**src/rtl/frs_pkg.sv**
```systemverilog
// Constants, register map and carrier types of the frequency reference selector
package frs_pkg;
    localparam int unsigned CLK_HZ = 20_000_000;
    localparam int unsigned GATE_TIME_MS = 1000;
    localparam int unsigned GATE_CYCLES_DEF = CLK_HZ / 1000 * GATE_TIME_MS;
    localparam int GATE_W = 25;
    localparam int REF_W = 16;
    localparam int NUM_W = 30;
    localparam int NUM_STEPS = 16;
    localparam int JOG_IDX = 16;
    localparam int NUM_PINS = 6;
    localparam int PIN_JOG = 4;
    localparam int PIN_PULSE = 5;
    localparam logic [7:0] ADDR_CTRL = 8'h00;
    localparam logic [7:0] ADDR_FSCALE = 8'h04;
    localparam logic [7:0] ADDR_KEYPAD = 8'h08;
    localparam logic [7:0] ADDR_SERIAL = 8'h0C;
    localparam logic [7:0] ADDR_REF_OUT = 8'h10;
    localparam logic [7:0] ADDR_PULSE_HZ = 8'h14;
    localparam logic [7:0] ADDR_PULSE_PCT = 8'h18;
    localparam logic [7:0] ADDR_STATUS = 8'h1C;
    localparam logic [7:0] ADDR_STEP_BASE = 8'h40;
    localparam logic [7:0] ADDR_STEP_LAST = 8'h80;
    localparam int CTRL_SRC_LSB = 0;
    localparam int CTRL_PFN_LSB = 4;
    localparam int CTRL_SWAP_BIT = 8;
    localparam int CTRL_A2FN_LSB = 16;
    localparam int STAT_ERR_BIT = 8;
    localparam int STAT_BUSY_BIT = 9;
    localparam logic [2:0] SRC_KEYPAD = 3'h0;
    localparam logic [2:0] SRC_ANALOG = 3'h1;
    localparam logic [2:0] SRC_SERIAL = 3'h2;
    localparam logic [2:0] SRC_OPTION = 3'h3;
    localparam logic [2:0] SRC_PULSE = 3'h4;
    localparam logic [2:0] SRC_RST = SRC_ANALOG;
    localparam logic [1:0] PFN_FREQ = 2'h0;
    localparam logic [1:0] PFN_PID_FB = 2'h1;
    localparam logic [1:0] PFN_PID_TGT = 2'h2;
    localparam logic [4:0] A2FN_ADD = 5'h00;
    localparam logic [4:0] A2FN_AUX = 5'h02;
    localparam logic [15:0] FS_MIN = 16'h03E8;
    localparam logic [15:0] FS_MAX = 16'h7D00;
    localparam logic [15:0] FS_RST = 16'h05A0;
    localparam logic [15:0] PCT_FULL = 16'h2710;
    localparam logic [4:0] DIV_LAST = 5'h1D;
    typedef struct packed {
        logic [4:0] a2fn;
        logic swap;
        logic [1:0] pfn;
        logic [2:0] src;
    } frs_cfg_t;
    typedef struct packed {
        logic wr;
        logic rd;
        logic [7:0] addr;
        logic [31:0] wdata;
    } frs_req_t;
endpackage : frs_pkg

```
**src/rtl/frs_top.sv**
```systemverilog
// Frequency reference source selection, multi-step and pulse-train scaling
// Behaviour
// - Source setting 0..4 picks reference, default 1
// - Pulse function routes value: freq, PID fb, target
// - Full-scale 1000..32000 equals 100%, default 1440
// - Analog source uses primary or secondary terminal
// - Bit0 contact off primary, on secondary
// - Secondary function 0 adds secondary to primary
// - Swap makes secondary master, primary auxiliary
// - Source 4 uses pulse frequency; function 0
// - Seventeen speeds: sixteen steps plus jog
// - Jog contact overrides multi-step selection
// - Step contacts binary-select stored references
//
// Decided for this implementation: the register offsets and the plain strobed port.
`timescale 1ns/100ps
module frs_top #(
    parameter int unsigned GATE_CYCLES = frs_pkg::GATE_CYCLES_DEF
) (
    // Clock and reset
    input wire logic mclk_i,
    input wire logic rst_n_i,
    // Register port
    input wire frs_pkg::frs_req_t req_i,
    output logic [31:0] rd_data_o,
    // Reference sources
    input wire logic [15:0] analog_in_primary_i,
    input wire logic [15:0] analog_in_secondary_i,
    input wire logic [15:0] option_ref_i,
    // Contact and pulse pins
    input wire logic [3:0] step_select_i,
    input wire logic jog_select_input_i,
    input wire logic pulse_train_input_pin_i,
    // Results
    output logic [15:0] freq_ref_o,
    output logic [15:0] pid_feedback_o,
    output logic [15:0] pid_target_o,
    output logic jog_active_o
);
    import frs_pkg::*;

    typedef enum logic {DIV_IDLE, DIV_RUN} frs_div_t;

    function automatic logic [15:0] frs_sat_add(input logic [15:0] a, input logic [15:0] b);
        logic [16:0] s;
        s = {1'b0, a} + {1'b0, b};
        frs_sat_add = (s > {1'b0, PCT_FULL}) ? PCT_FULL : s[15:0];
    endfunction : frs_sat_add

    function automatic logic frs_is_step(input logic [7:0] a);
        frs_is_step = (a >= ADDR_STEP_BASE) && (a <= ADDR_STEP_LAST) && (a[1:0] == 2'h0);
    endfunction : frs_is_step

    frs_cfg_t cfg_q;
    logic [15:0] fscale_q;
    logic [15:0] keypad_q;
    logic [15:0] serial_q;
    logic [15:0] steps_q [0:JOG_IDX];
    logic [NUM_PINS-1:0] sync1_q;
    logic [NUM_PINS-1:0] sync2_q;
    logic pulse_d1_q;
    logic [GATE_W-1:0] gate_cnt_q;
    logic gate_tick;
    logic [15:0] edge_cnt_q;
    logic [15:0] pulse_hz_q;
    frs_div_t div_st_q;
    logic [4:0] div_cnt_q;
    logic [NUM_W-1:0] num_q;
    logic [NUM_W-1:0] quo_q;
    logic [16:0] rem_q;
    logic [16:0] rem_sh;
    logic [15:0] pct_q;
    logic [15:0] freq_ref_q;
    logic [15:0] pid_fb_q;
    logic [15:0] pid_tgt_q;
    logic jog_q;
    logic [31:0] rd_q;
    logic [3:0] step_idx;
    logic jog_s;
    logic aux_mode;
    logic [15:0] master_ref;
    logic [15:0] aux_ref;
    logic [15:0] src_ref;
    logic [15:0] sel_d;
    logic [15:0] step_pick;
    logic [4:0] step_word;
    logic cfg_err;

    // Contact and pulse pins are asynchronous to the control clock
    generate
        for (genvar i = 0; i < NUM_PINS; i++) begin : g_sync
            always_ff @(posedge mclk_i or negedge rst_n_i) begin
                if (!rst_n_i) begin
                    sync1_q[i] <= 1'b0;
                    sync2_q[i] <= 1'b0;
                end else begin
                    sync1_q[i] <= (i < 4) ? step_select_i[i % 4] :
                                  (i == PIN_JOG) ? jog_select_input_i : pulse_train_input_pin_i;
                    sync2_q[i] <= sync1_q[i];
                end
            end
        end
    endgenerate

    assign step_idx = sync2_q[3:0];
    assign jog_s = sync2_q[PIN_JOG];
    assign step_word = 5'((req_i.addr - ADDR_STEP_BASE) >> 2);

    // Register writes; out-of-range settings are ignored, not clipped
    always_ff @(posedge mclk_i or negedge rst_n_i) begin
        if (!rst_n_i) begin
            cfg_q <= '{a2fn: A2FN_ADD, swap: 1'b0, pfn: PFN_FREQ, src: SRC_RST};
            fscale_q <= FS_RST;
            keypad_q <= 16'h0000;
            serial_q <= 16'h0000;
        end else if (req_i.wr) begin
            if (req_i.addr == ADDR_CTRL) begin
                if (req_i.wdata[CTRL_SRC_LSB +: 3] <= SRC_PULSE) begin
                    cfg_q.src <= req_i.wdata[CTRL_SRC_LSB +: 3];
                end
                if (req_i.wdata[CTRL_PFN_LSB +: 2] <= PFN_PID_TGT) begin
                    cfg_q.pfn <= req_i.wdata[CTRL_PFN_LSB +: 2];
                end
                cfg_q.swap <= req_i.wdata[CTRL_SWAP_BIT];
                cfg_q.a2fn <= req_i.wdata[CTRL_A2FN_LSB +: 5];
            end
            if (req_i.addr == ADDR_FSCALE && req_i.wdata[15:0] >= FS_MIN &&
                req_i.wdata[15:0] <= FS_MAX) begin
                fscale_q <= req_i.wdata[15:0];
            end
            if (req_i.addr == ADDR_KEYPAD) begin
                keypad_q <= req_i.wdata[15:0];
            end
            if (req_i.addr == ADDR_SERIAL) begin
                serial_q <= req_i.wdata[15:0];
            end
        end
    end

    // Sixteen step references and the jog reference
    always_ff @(posedge mclk_i or negedge rst_n_i) begin
        if (!rst_n_i) begin
            for (int k = 0; k <= JOG_IDX; k++) begin
                steps_q[k] <= 16'h0000;
            end
        end else if (req_i.wr && frs_is_step(req_i.addr)) begin
            steps_q[step_word] <= req_i.wdata[15:0];
        end
    end

    // Gate window: edge count over one gate period reads directly in Hz
    assign gate_tick = (gate_cnt_q == GATE_W'(GATE_CYCLES - 1));

    always_ff @(posedge mclk_i or negedge rst_n_i) begin
        if (!rst_n_i) begin
            gate_cnt_q <= '0;
            edge_cnt_q <= 16'h0000;
            pulse_hz_q <= 16'h0000;
            pulse_d1_q <= 1'b0;
        end else begin
            pulse_d1_q <= sync2_q[PIN_PULSE];
            gate_cnt_q <= gate_tick ? '0 : gate_cnt_q + 1'b1;
            if (gate_tick) begin
                pulse_hz_q <= edge_cnt_q;
                // An edge in the tick cycle opens the next window, so none is lost
                edge_cnt_q <= (sync2_q[PIN_PULSE] && !pulse_d1_q) ? 16'h0001 : 16'h0000;
            end else if (sync2_q[PIN_PULSE] && !pulse_d1_q && edge_cnt_q != 16'hFFFF) begin
                edge_cnt_q <= edge_cnt_q + 16'h0001;
            end
        end
    end

    // Restoring divider, one quotient bit per cycle; a gate tick during a run starts no division
    assign rem_sh = {rem_q[15:0], num_q[NUM_W-1]};

    always_ff @(posedge mclk_i or negedge rst_n_i) begin
        if (!rst_n_i) begin
            div_st_q <= DIV_IDLE;
            div_cnt_q <= 5'h00;
            num_q <= '0;
            quo_q <= '0;
            rem_q <= 17'h0_0000;
            pct_q <= 16'h0000;
        end else begin
            unique case (div_st_q)
                DIV_IDLE: begin
                    if (gate_tick) begin
                        num_q <= NUM_W'(edge_cnt_q) * NUM_W'(PCT_FULL);
                        quo_q <= '0;
                        rem_q <= 17'h0_0000;
                        div_cnt_q <= 5'h00;
                        div_st_q <= DIV_RUN;
                    end
                end
                DIV_RUN: begin
                    num_q <= {num_q[NUM_W-2:0], 1'b0};
                    if (rem_sh >= {1'b0, fscale_q}) begin
                        rem_q <= rem_sh - {1'b0, fscale_q};
                        quo_q <= {quo_q[NUM_W-2:0], 1'b1};
                    end else begin
                        rem_q <= rem_sh;
                        quo_q <= {quo_q[NUM_W-2:0], 1'b0};
                    end
                    div_cnt_q <= div_cnt_q + 5'h01;
                    if (div_cnt_q == DIV_LAST) begin
                        div_st_q <= DIV_IDLE;
                    end
                end
            endcase
            if (div_st_q == DIV_IDLE && div_cnt_q == DIV_LAST + 5'h01) begin
                pct_q <= (quo_q > NUM_W'(PCT_FULL)) ? PCT_FULL : quo_q[15:0];
                div_cnt_q <= 5'h00;
            end
        end
    end

    // Analog master/auxiliary roles
    assign master_ref = cfg_q.swap ? analog_in_secondary_i : analog_in_primary_i;
    assign aux_ref = cfg_q.swap ? analog_in_primary_i : analog_in_secondary_i;
    assign aux_mode = (cfg_q.src == SRC_ANALOG) && (cfg_q.a2fn == A2FN_AUX);
    assign cfg_err = (cfg_q.src == SRC_PULSE) && (cfg_q.pfn != PFN_FREQ);
    assign step_pick = steps_q[step_idx];

    always_comb begin
        src_ref = 16'h0000;
        unique case (cfg_q.src)
            SRC_KEYPAD: src_ref = keypad_q;
            SRC_ANALOG: begin
                if (cfg_q.a2fn == A2FN_ADD) begin
                    src_ref = frs_sat_add(analog_in_primary_i, analog_in_secondary_i);
                end else begin
                    src_ref = master_ref;
                end
            end
            SRC_SERIAL: src_ref = serial_q;
            SRC_OPTION: src_ref = option_ref_i;
            SRC_PULSE: src_ref = cfg_err ? 16'h0000 : pct_q;
            default: src_ref = 16'h0000;
        endcase
    end

    always_comb begin
        if (jog_s) begin
            sel_d = steps_q[JOG_IDX];
        end else if (step_idx == 4'h0) begin
            sel_d = src_ref;
        end else if (step_idx == 4'h1 && aux_mode) begin
            sel_d = aux_ref;
        end else begin
            sel_d = step_pick;
        end
    end

    always_ff @(posedge mclk_i or negedge rst_n_i) begin
        if (!rst_n_i) begin
            freq_ref_q <= 16'h0000;
            pid_fb_q <= 16'h0000;
            pid_tgt_q <= 16'h0000;
            jog_q <= 1'b0;
        end else begin
            freq_ref_q <= sel_d;
            pid_fb_q <= (cfg_q.pfn == PFN_PID_FB) ? pct_q : 16'h0000;
            pid_tgt_q <= (cfg_q.pfn == PFN_PID_TGT) ? pct_q : 16'h0000;
            jog_q <= jog_s;
        end
    end

    // Read data stands one cycle only; unmapped addresses read zero
    always_ff @(posedge mclk_i or negedge rst_n_i) begin
        if (!rst_n_i) begin
            rd_q <= 32'h0000_0000;
        end else if (req_i.rd) begin
            rd_q <= 32'h0000_0000;
            unique case (req_i.addr)
                ADDR_CTRL: begin
                    rd_q[CTRL_SRC_LSB +: 3] <= cfg_q.src;
                    rd_q[CTRL_PFN_LSB +: 2] <= cfg_q.pfn;
                    rd_q[CTRL_SWAP_BIT] <= cfg_q.swap;
                    rd_q[CTRL_A2FN_LSB +: 5] <= cfg_q.a2fn;
                end
                ADDR_FSCALE: rd_q[15:0] <= fscale_q;
                ADDR_KEYPAD: rd_q[15:0] <= keypad_q;
                ADDR_SERIAL: rd_q[15:0] <= serial_q;
                ADDR_REF_OUT: rd_q[15:0] <= freq_ref_q;
                ADDR_PULSE_HZ: rd_q[15:0] <= pulse_hz_q;
                ADDR_PULSE_PCT: rd_q[15:0] <= pct_q;
                ADDR_STATUS: begin
                    rd_q[4:0] <= jog_s ? 5'(JOG_IDX) : {1'b0, step_idx};
                    rd_q[STAT_ERR_BIT] <= cfg_err;
                    rd_q[STAT_BUSY_BIT] <= (div_st_q == DIV_RUN);
                end
                default: begin
                    if (frs_is_step(req_i.addr)) begin
                        rd_q[15:0] <= steps_q[step_word];
                    end
                end
            endcase
        end else begin
            rd_q <= 32'h0000_0000;
        end
    end

    assign rd_data_o = rd_q;
    assign freq_ref_o = freq_ref_q;
    assign pid_feedback_o = pid_fb_q;
    assign pid_target_o = pid_tgt_q;
    assign jog_active_o = jog_q;
endmodule : frs_top

```
**config.mk**
```make
export PLATFORM = sky130hd
export DESIGN_NAME = frs_top
export DESIGN_NICKNAME = d
export VERILOG_FILES = /design/src/rtl/frs_pkg.sv /design/src/rtl/frs_top.sv
export SDC_FILE = /design/constraint.sdc
export NUM_CORES = 1
export LEC_CHECK = 0
export ABC_AREA = 1
export CAP_MARGIN = 25
export CORE_ASPECT_RATIO = 0.5
export CORE_UTILIZATION = 45
export DETAILED_ROUTE_END_ITERATION = 10
export DONT_BUFFER_PORTS = 1
export GPL_TIMING_DRIVEN = 0
export REMOVE_ABC_BUFFERS = 1
export SYNTH_ARGS = -nofsm -noshare
export SYNTH_HDL_FRONTEND = slang
export SYNTH_SLANG_ARGS = --single-unit
```
**constraint.sdc**
```tcl
create_clock -name mclk_i -period 4.3 [get_ports mclk_i]
set_input_delay 0.86 -clock mclk_i [delete_from_list [all_inputs] [get_ports mclk_i]]
set_output_delay 0.86 -clock mclk_i [all_outputs]
set_load 0.03 [all_outputs]
```
==> metrics.csv, run 1 <==
stage,metric,value,unit
status,status,"finished, violations left",
status,failing checks,"slew limit, setup timing",
sta,Clock Skews,49.7,ps
cts,CTS buffer count,53,
worst_setup_path,critical path depth in cells,19,
placement,Cells after DPL,4708,
sta,final setup TNS,-699,ps
placement,Buffers on Ports,0,
die,Initial Util,45.7,%
synthesis,"Top FF cell, synth",dfrtp_1,
worst_setup_path,R2R depth,19,
hold_path,Min-Delay Path Class,input pin to asynchronous set/reset pin,
final_layout,post-route non-filler standard cell count,4863,
detailed_routing,remaining antenna violation count after routing,0,
cts,clk buf depth,3,
cts,CTS Sinks,565,
worst_setup_path,Critical Path Start Type,register,
sta,minimum clock period,4490,ps
power_and_ir_drop,Power Density,388,nW/um^2
detailed_routing,final WL,107,mm
global_routing,total grt overflow,0,
die,CORE AREA,69300,um^2
worst_setup_path,endpoint class of the critical path,register,
detailed_routing,Initial DRC Count,3551,
sta,RSZ-0062 raised after global routing,yes,
detailed_routing,wire length per cell,22.0,um
cts,CTS tree,done,
sta,final setup margin,-195,ps
power_and_ir_drop,final total power,13.7,mW
global_routing,total track usage,29.2,%
synthesis,"Seq/Total Area, Yosys",44.6,%
job,Max-cap violations,0,
detailed_routing,via count,28501,
worst_setup_path,RR Startpoint,edge_cnt_q[8]$_DFFE_PN0P_,
power_and_ir_drop,VDD IR max,0.412,mV
placement,HPWL after detailed placement,71.2,mm
worst_setup_path,Crit path buffers/inverters,4,
synthesis,synth unique cells,58,
detailed_routing,via density per instance,5.86,
worst_setup_path,cells along the critical path,"clkinvlp_4, fa_1, inv_1, ha_4, fa_1, ha_1, inv_1, fa_1, inv_1, ha_4, a21oi_1, o211ai_1, nand2_2, nand3_2, a21oi_2, o21bai_1, or2_4, nand3_2, o211ai_1",
synthesis,number of synthesized register bits,565,
synthesis,total number of yosys warnings,0,
power_and_ir_drop,Leak,16.2,nW
sta,Max Clk Rate,222,MHz
die,overall die width,377,um
final_layout,nets,4124,
die,I/O Pins,179,
die,row count,68,
die,die height,190,um
worst_setup_path,Critical Path RT,4770,ps
cts,root buffer cell,clkbuf_16,
worst_setup_path,register-to-register setup slack,-190,ps
sta,Tcrit/Tclk final,105,%
worst_setup_path,"slowest stage delay, CP",560,ps
worst_setup_path,Critical Path End,num_q[29]$_DFFE_PN0P_,
placement,Area after DPL,32500,um^2
global_routing,global-route wire length before repair,161,mm
final_layout,Finished Cell Area,35300,um^2
final_layout,Area Overhead vs Synth,11.3,%
worst_setup_path,critical path type,register to register,
worst_setup_path,crit path max fanout,5,
final_layout,Filler Cell Count,6586,
detailed_routing,# DRC,0,
sta,Max-Slew Margin vs Limit,-11.6,%
synthesis,Post-synth ARST share,100,%
sta,Final Max Slew Viols,194,
synthesis,synthesized cell area,31700,um^2
sta,Worst-Margin Slew,1670,ps
global_routing,initial antenna violation count,2,
synthesis,syn_area_per_cell,8.00,um^2
die,Die ar.,71600,um^2
global_routing,number of global-route vias before repair,26533,
worst_setup_path,critical path arrival,4970,ps
worst_setup_path,Crit-path slowest cell,fa_1,
detailed_routing,drt pass-1 iters,6,
global_routing,largest net degree at the start of global routing,566,
sta,Finish-stage setup viols,8,
placement,GPL Wtd Cong,0.899,
cts,htree depth,2,
sta,Final Hold Vio Count,0,
synthesis,"EDFF count, synth",0,
cts,Skew-Pair Late Insertion Delay,670,ps
cts,clock-pin slew on the worst setup and hold paths,70,ps
final_layout,layout cells sized above 1,8.05,%
worst_setup_path,Worst Setup SP,edge_cnt_q[8]$_DFFE_PN0P_,
worst_setup_path,r2r endpoint,num_q[29]$_DFFE_PN0P_,
synthesis,Post-Synthesis Cells,3965,
worst_setup_path,CP top delay family,adder cells,
[what timing repair did]
action / in CTS / in global routing
gates resized for setup: 69 / 49
buffers inserted: 28 / 18
endpoints found under the hold margin: 473 / 121
cloned: 0 / 0
setup endpoints to repair: 13 / 15
pin swaps: 29 / 45
[cells by family (layout without fill, tap and decap cells)]
group                    count (synthesis)  count (layout)  share of synthesized area (%)
AO/OA/AOI/OAI                         1180            1180                           21.4
other                                    1              14                         0.0118
buffers and inverters                  669             609                           8.33
XOR/XNOR                                36              36                          0.994
adder cells (fa/ha/maj)                156             156                           7.03
flip-flops                             565             565                           44.6
AND/OR/NAND/NOR                       1358            1358                           17.6
[cell type report]
class	count	area, um^2	area share (%)
repair buffers	78	1040	2.94
clock inverters	23	313	0.886
diodes	3	7.51	0.0213
well taps	945	1180	3.35
clock buffers	77	1510	4.27
flip-flops and latches	565	14200	40.1
inverters	431	1650	4.66
multi-input cells	2741	15400	43.7
[cells in the mapped netlist, types with 13 or more instances]
cell / n / area [um^2]
nand2_2: 13 / 81.3
dfrtp_1: 560 / 14000
o22ai_1: 180 / 1130
ha_1: 119 / 1490
a41oi_1: 15 / 131
o211ai_1: 37 / 278
nor3_1: 51 / 255
nand3_1: 110 / 551
buf_2: 60 / 300
fa_1: 37 / 741
o21ai_1: 242 / 1210
nand4_1: 22 / 138
o21ai_0: 380 / 1900
inv_1: 415 / 1560
xnor2_1: 16 / 140
nor2_1: 275 / 1030
o221ai_1: 21 / 184
a21oi_1: 162 / 811
nand2_1: 841 / 3160
a22oi_1: 29 / 218
clkbuf_1: 154 / 578
xor2_1: 20 / 175
a221oi_1: 33 / 289
[worst min path at each step]
stage / endpoint
6_report: freq_ref_o[12]$_DFF_PN0_
5_1_grt: rem_q[6]$_DFFE_PN0P_
4_1_cts: num_q[25]$_DFFE_PN0P_
3_5_place_dp: step_idx[0]$_DFF_PN0_
3_3_place_gp: step_idx[0]$_DFF_PN0_
2_1_floorplan: jog_s$_DFF_PN0_
[sequential cells by signal (all words and copies together), names as in the netlist, 21 cells and up]
register    count
gate_cnt_q     25
num_q          26
quo_q          30
rd_data_o      21
steps_q       272
[per-layer routing]
metal / share of wire (%) / track usage, %
met3: 9.8 / 7.17
met5: 0 / 0
met4: 3.8 / 10.7
met2: 44 / 45.0
met1: 42 / 39.8
[stage by stage]
stage	hold slack, ps	setup slack, ps	util (%)
floorplan	331	-1040	-
global placement	335	-7650	46.0
detailed placement	336	-681	46.9
CTS	-114	-261	50.2
global route	7.22	-418	50.9
finish	60.7	-195	50.9
[layout by cell type (no fill, tap or decap), types with 101 or more instances in the layout]
cell type | Yosys | layout
o21ai_0 | 380 | 372
nand2_1 | 841 | 830
o22ai_1 | 180 | 180
nor2_1 | 275 | 268
o21ai_1 | 242 | 247
nand3_1 | 110 | 106
inv_1 | 415 | 391
a21oi_1 | 162 | 152
ha_1 | 119 | 101
dfrtp_1 | 560 | 547
[power breakdown]
| group | switching [mW] | internal [mW] |
|---|---|---|
| Clock | 2.28 | 2.77 |
| Sequential | 0.208 | 5.48 |
| Combinational | 1.85 | 1.11 |
| Total | 4.34 | 9.35 |
(Power assumes the default switching activity.)
==> run 2, diff against run 1 <==
==> constraint.sdc (replaced) <==
create_clock -name mclk_i -period 5.6 [get_ports mclk_i]
set_input_delay 1.12 -clock mclk_i [delete_from_list [all_inputs] [get_ports mclk_i]]
set_output_delay 1.12 -clock mclk_i [all_outputs]
set_load 0.03 [all_outputs]
==> run 2 against run 1 <==
Net effect:
- the flow finishes with violations (slew limit)
- count of clock-buffer cells in the layout unchanged
- design area decreased by 2.6%
- global-route usage decreased by 0.063 points
- critical path type unchanged
==> metrics.csv, run 2 (synthesis gave the netlist of run 1 again) <==
stage,metric,value,unit,change
placement,Buffers on Ports,0,,unchanged
final_layout,layout cells sized above 1,4.58,%,-3.5 points
sta,final setup TNS,0,ps,+699 ps
die,die height,190,um,unchanged
cts,clk buf depth,3,,unchanged
sta,RSZ-0062 raised after global routing,no,,
global_routing,global-route wire length before repair,160,mm,-0.34%
power_and_ir_drop,Power Density,293,nW/um^2,-24%
worst_setup_path,crit path max fanout,7,,+2
final_layout,final design utilization,49.6,%,-1.3 points
power_and_ir_drop,final total power,10.1,mW,-26%
final_layout,nets,4074,,-1.2%
global_routing,number of global-route vias before repair,26428,,-0.40%
power_and_ir_drop,Internal Power,6.98,mW,-25%
worst_setup_path,cells along the critical path,"inv_1, fa_1, inv_1, ha_1, fa_1, ha_1, inv_1, fa_1, inv_1, ha_1, nand2_1, nor2_1, inv_1, nor3_1, nand4_1, nand3_1, a21oi_1, o21bai_1, or2_2, nand3_1, o211ai_1",,
sta,Clock Skews,46.5,ps,-3.21 ps
final_layout,biggest registers after layout,"steps_q: 272 flops, quo_q: 30 flops, num_q: 26 flops",,
cts,root buffer cell,clkbuf_16,,
detailed_routing,# DRC,0,,unchanged
worst_setup_path,Crit-path slowest cell,fa_1,,
sta,worst hold slack,231,ps,+171 ps
detailed_routing,drt pass-1 iters,6,,unchanged
cts,clock-pin slew on the worst setup and hold paths,70,ps,about the same
job,Max-cap violations,0,,unchanged
power_and_ir_drop,Leak,15.9,nW,-1.8%
global_routing,total grt overflow,0,,unchanged
global_routing,total track usage,29.1,%,-0.063 points
worst_setup_path,Critical Path Start Type,register,,
placement,Area after DPL,32500,um^2,unchanged
detailed_routing,remaining antenna violation count after routing,0,,unchanged
sta,Final Hold Vio Count,0,,unchanged
global_routing,initial antenna violation count,2,,unchanged
cts,htree depth,2,,unchanged
worst_setup_path,critical path arrival,5520,ps,+550 ps
cts,post-CTS sizing,0,,-100%
cts,cts hold-fix bufs,0,,
global_routing,largest net degree at the start of global routing,566,,unchanged
sta,Worst-Margin Slew,3420,ps,+1750 ps
cts,CTS Sinks,565,,unchanged
worst_setup_path,Critical Path RT,6120,ps,+1350 ps
die,row count,68,,unchanged
power_and_ir_drop,Seq pwr share,43.3,%,+1.7 points
global_routing,met3 Use GR,7.17,%,unchanged
sta,Max-Slew Margin vs Limit,-128,%,-120 points
detailed_routing,final WL,105,mm,-2.1%
final_layout,Finished Cell Area,34400,um^2,-2.6%
die,CORE AREA,69300,um^2,unchanged
die,I/O Pins,179,,unchanged
placement,GPL Wtd Cong,0.899,,unchanged
worst_setup_path,register-to-register setup slack,600,ps,+800 ps
final_layout,"most common cell after layout, fill and taps aside",nand2_1,,
sta,Tcrit/Tclk final,89.2,%,-15 points
global_routing,GRT Max-Usage Layer,met2,,
worst_setup_path,critical path type,register to register,,
die,Initial Util,45.7,%,unchanged
status,status,"finished, violations left",,
sta,Max Clk Rate,200,MHz,-10%
cts,Post-CTS Setup Bufs,0,,-100%
hold_path,Min-Delay Path Class,input pin to asynchronous set/reset pin,,
cts,CTS buffer count,53,,unchanged
power_and_ir_drop,Net Sw Frac,30.8,%,-0.85 points
detailed_routing,via count,28121,,-1.3%
worst_setup_path,Most common cell on crit path,inv_1,,
detailed_routing,Initial DRC Count,3424,,-3.6%
final_layout,Area Overhead vs Synth,8.42,%,
cts,CTS tree,done,,
die,Die ar.,71600,um^2,unchanged
status,failing checks,slew limit,,
worst_setup_path,endpoint class of the critical path,register,,
worst_setup_path,"slowest stage delay, CP",580,ps,+20 ps
sta,minimum clock period,5000,ps,+502 ps
power_and_ir_drop,Clock Power Share,38.3,%,+1.4 points
detailed_routing,wire length per cell,21.8,um,-1.1%
power_and_ir_drop,VDD IR max,0.254,mV,-38%
detailed_routing,via density per instance,5.84,,-0.29%
placement,HPWL after detailed placement,71.2,mm,unchanged
global_routing,grt met1 use,39.9,%,about the same
sta,Final Max Slew Viols,513,,+160%
power_and_ir_drop,Sw Pwr,3.11,mW,-28%
global_routing,GRT met2 Usage,44.7,%,-0.33 points
sta,Finish-stage setup viols,0,,-8
cts,Skew-Pair Late Insertion Delay,670,ps,about the same
die,overall die width,377,um,unchanged
final_layout,max FFs per register,272,,unchanged
power_and_ir_drop,power share of the combinational group,18.4,%,-3.2 points
final_layout,most frequent cells in the layout,"838 x nand2_1, 558 x dfrtp_1, 415 x inv_1",,
final_layout,largest register by flop count,steps_q,,
==> run 2: cell count changes in the layout (fill, tap and decap cells not counted), sizes merged <==
cell and change:
buf -47, inv +6, dlygate4sd3 -3, clkinvlp -6
diode -1
==> run 2: power groups by stage <==
stage                     clock (mW)  combinational (mW)  sequential (mW)
final                           3.87                1.85             4.37
after global routing            4.09                2.12             4.38
after CTS                       3.93                1.84             4.36
after detailed placement           0                1.81             4.44
after global placement             0                1.77             4.45
after floorplan                    0                1.34             4.40
==> run 2: critical path, delay by kind of cell (launching register included) <==
| family | cells | cell delay (ps) |
|---|---|---|
| compound gates | 3 | 370 |
| fa+ha+maj | 6 | 2480 |
| buf+inv | 5 | 410 |
| flops | 1 | 420 |
| simple gates | 7 | 1190 |
==> run 2: stage by stage <==
stage	worst slack, ps	cells
2_1_floorplan	256	3737
3_5_place_dp	619	4708
3_3_place_gp	-6350	4682
4_1_cts	600	4808
6_report	603	4812
5_1_grt	159	4812
==> run 2: worst paths after layout <==
| check | startpoint | to | cells past startpoint |
|---|---|---|---|
| worst max-delay path | edge_cnt_q[9]$_DFFE_PN0P_ | num_q[29]$_DFFE_PN0P_ | 21 |
| worst min-delay path | rst_n_i | num_q[27]$_DFFE_PN0P_ | 0 |
| worst max register to register | edge_cnt_q[9]$_DFFE_PN0P_ | num_q[29]$_DFFE_PN0P_ | 21 |
| worst min register to register | sync1_q[0]$_DFF_PN0_ | step_idx[0]$_DFF_PN0_ | 0 |
| max in group asynchronous | rst_n_i | rd_data_o[4]$_DFF_PN0_ | 0 |
| min in group mclk_i | sync1_q[0]$_DFF_PN0_ | step_idx[0]$_DFF_PN0_ | 0 |
==> run 2: layout make-up <==
cell class	count	area [um^2]
multi-input combinational	2741	15000
clock buffer	77	1510
antenna	2	5.00
timing repair buffer	28	588
fill	6717	35000
tap	945	1180
clock inverter	23	313
inverter	431	1620
sequential	565	14100
==> run 2: metal layers <==
layer  routed length, um  share of wire, %
met1               44000                42
met2               46600                44
met3               10500                10
met4                3770               3.6
met5                   0                 0
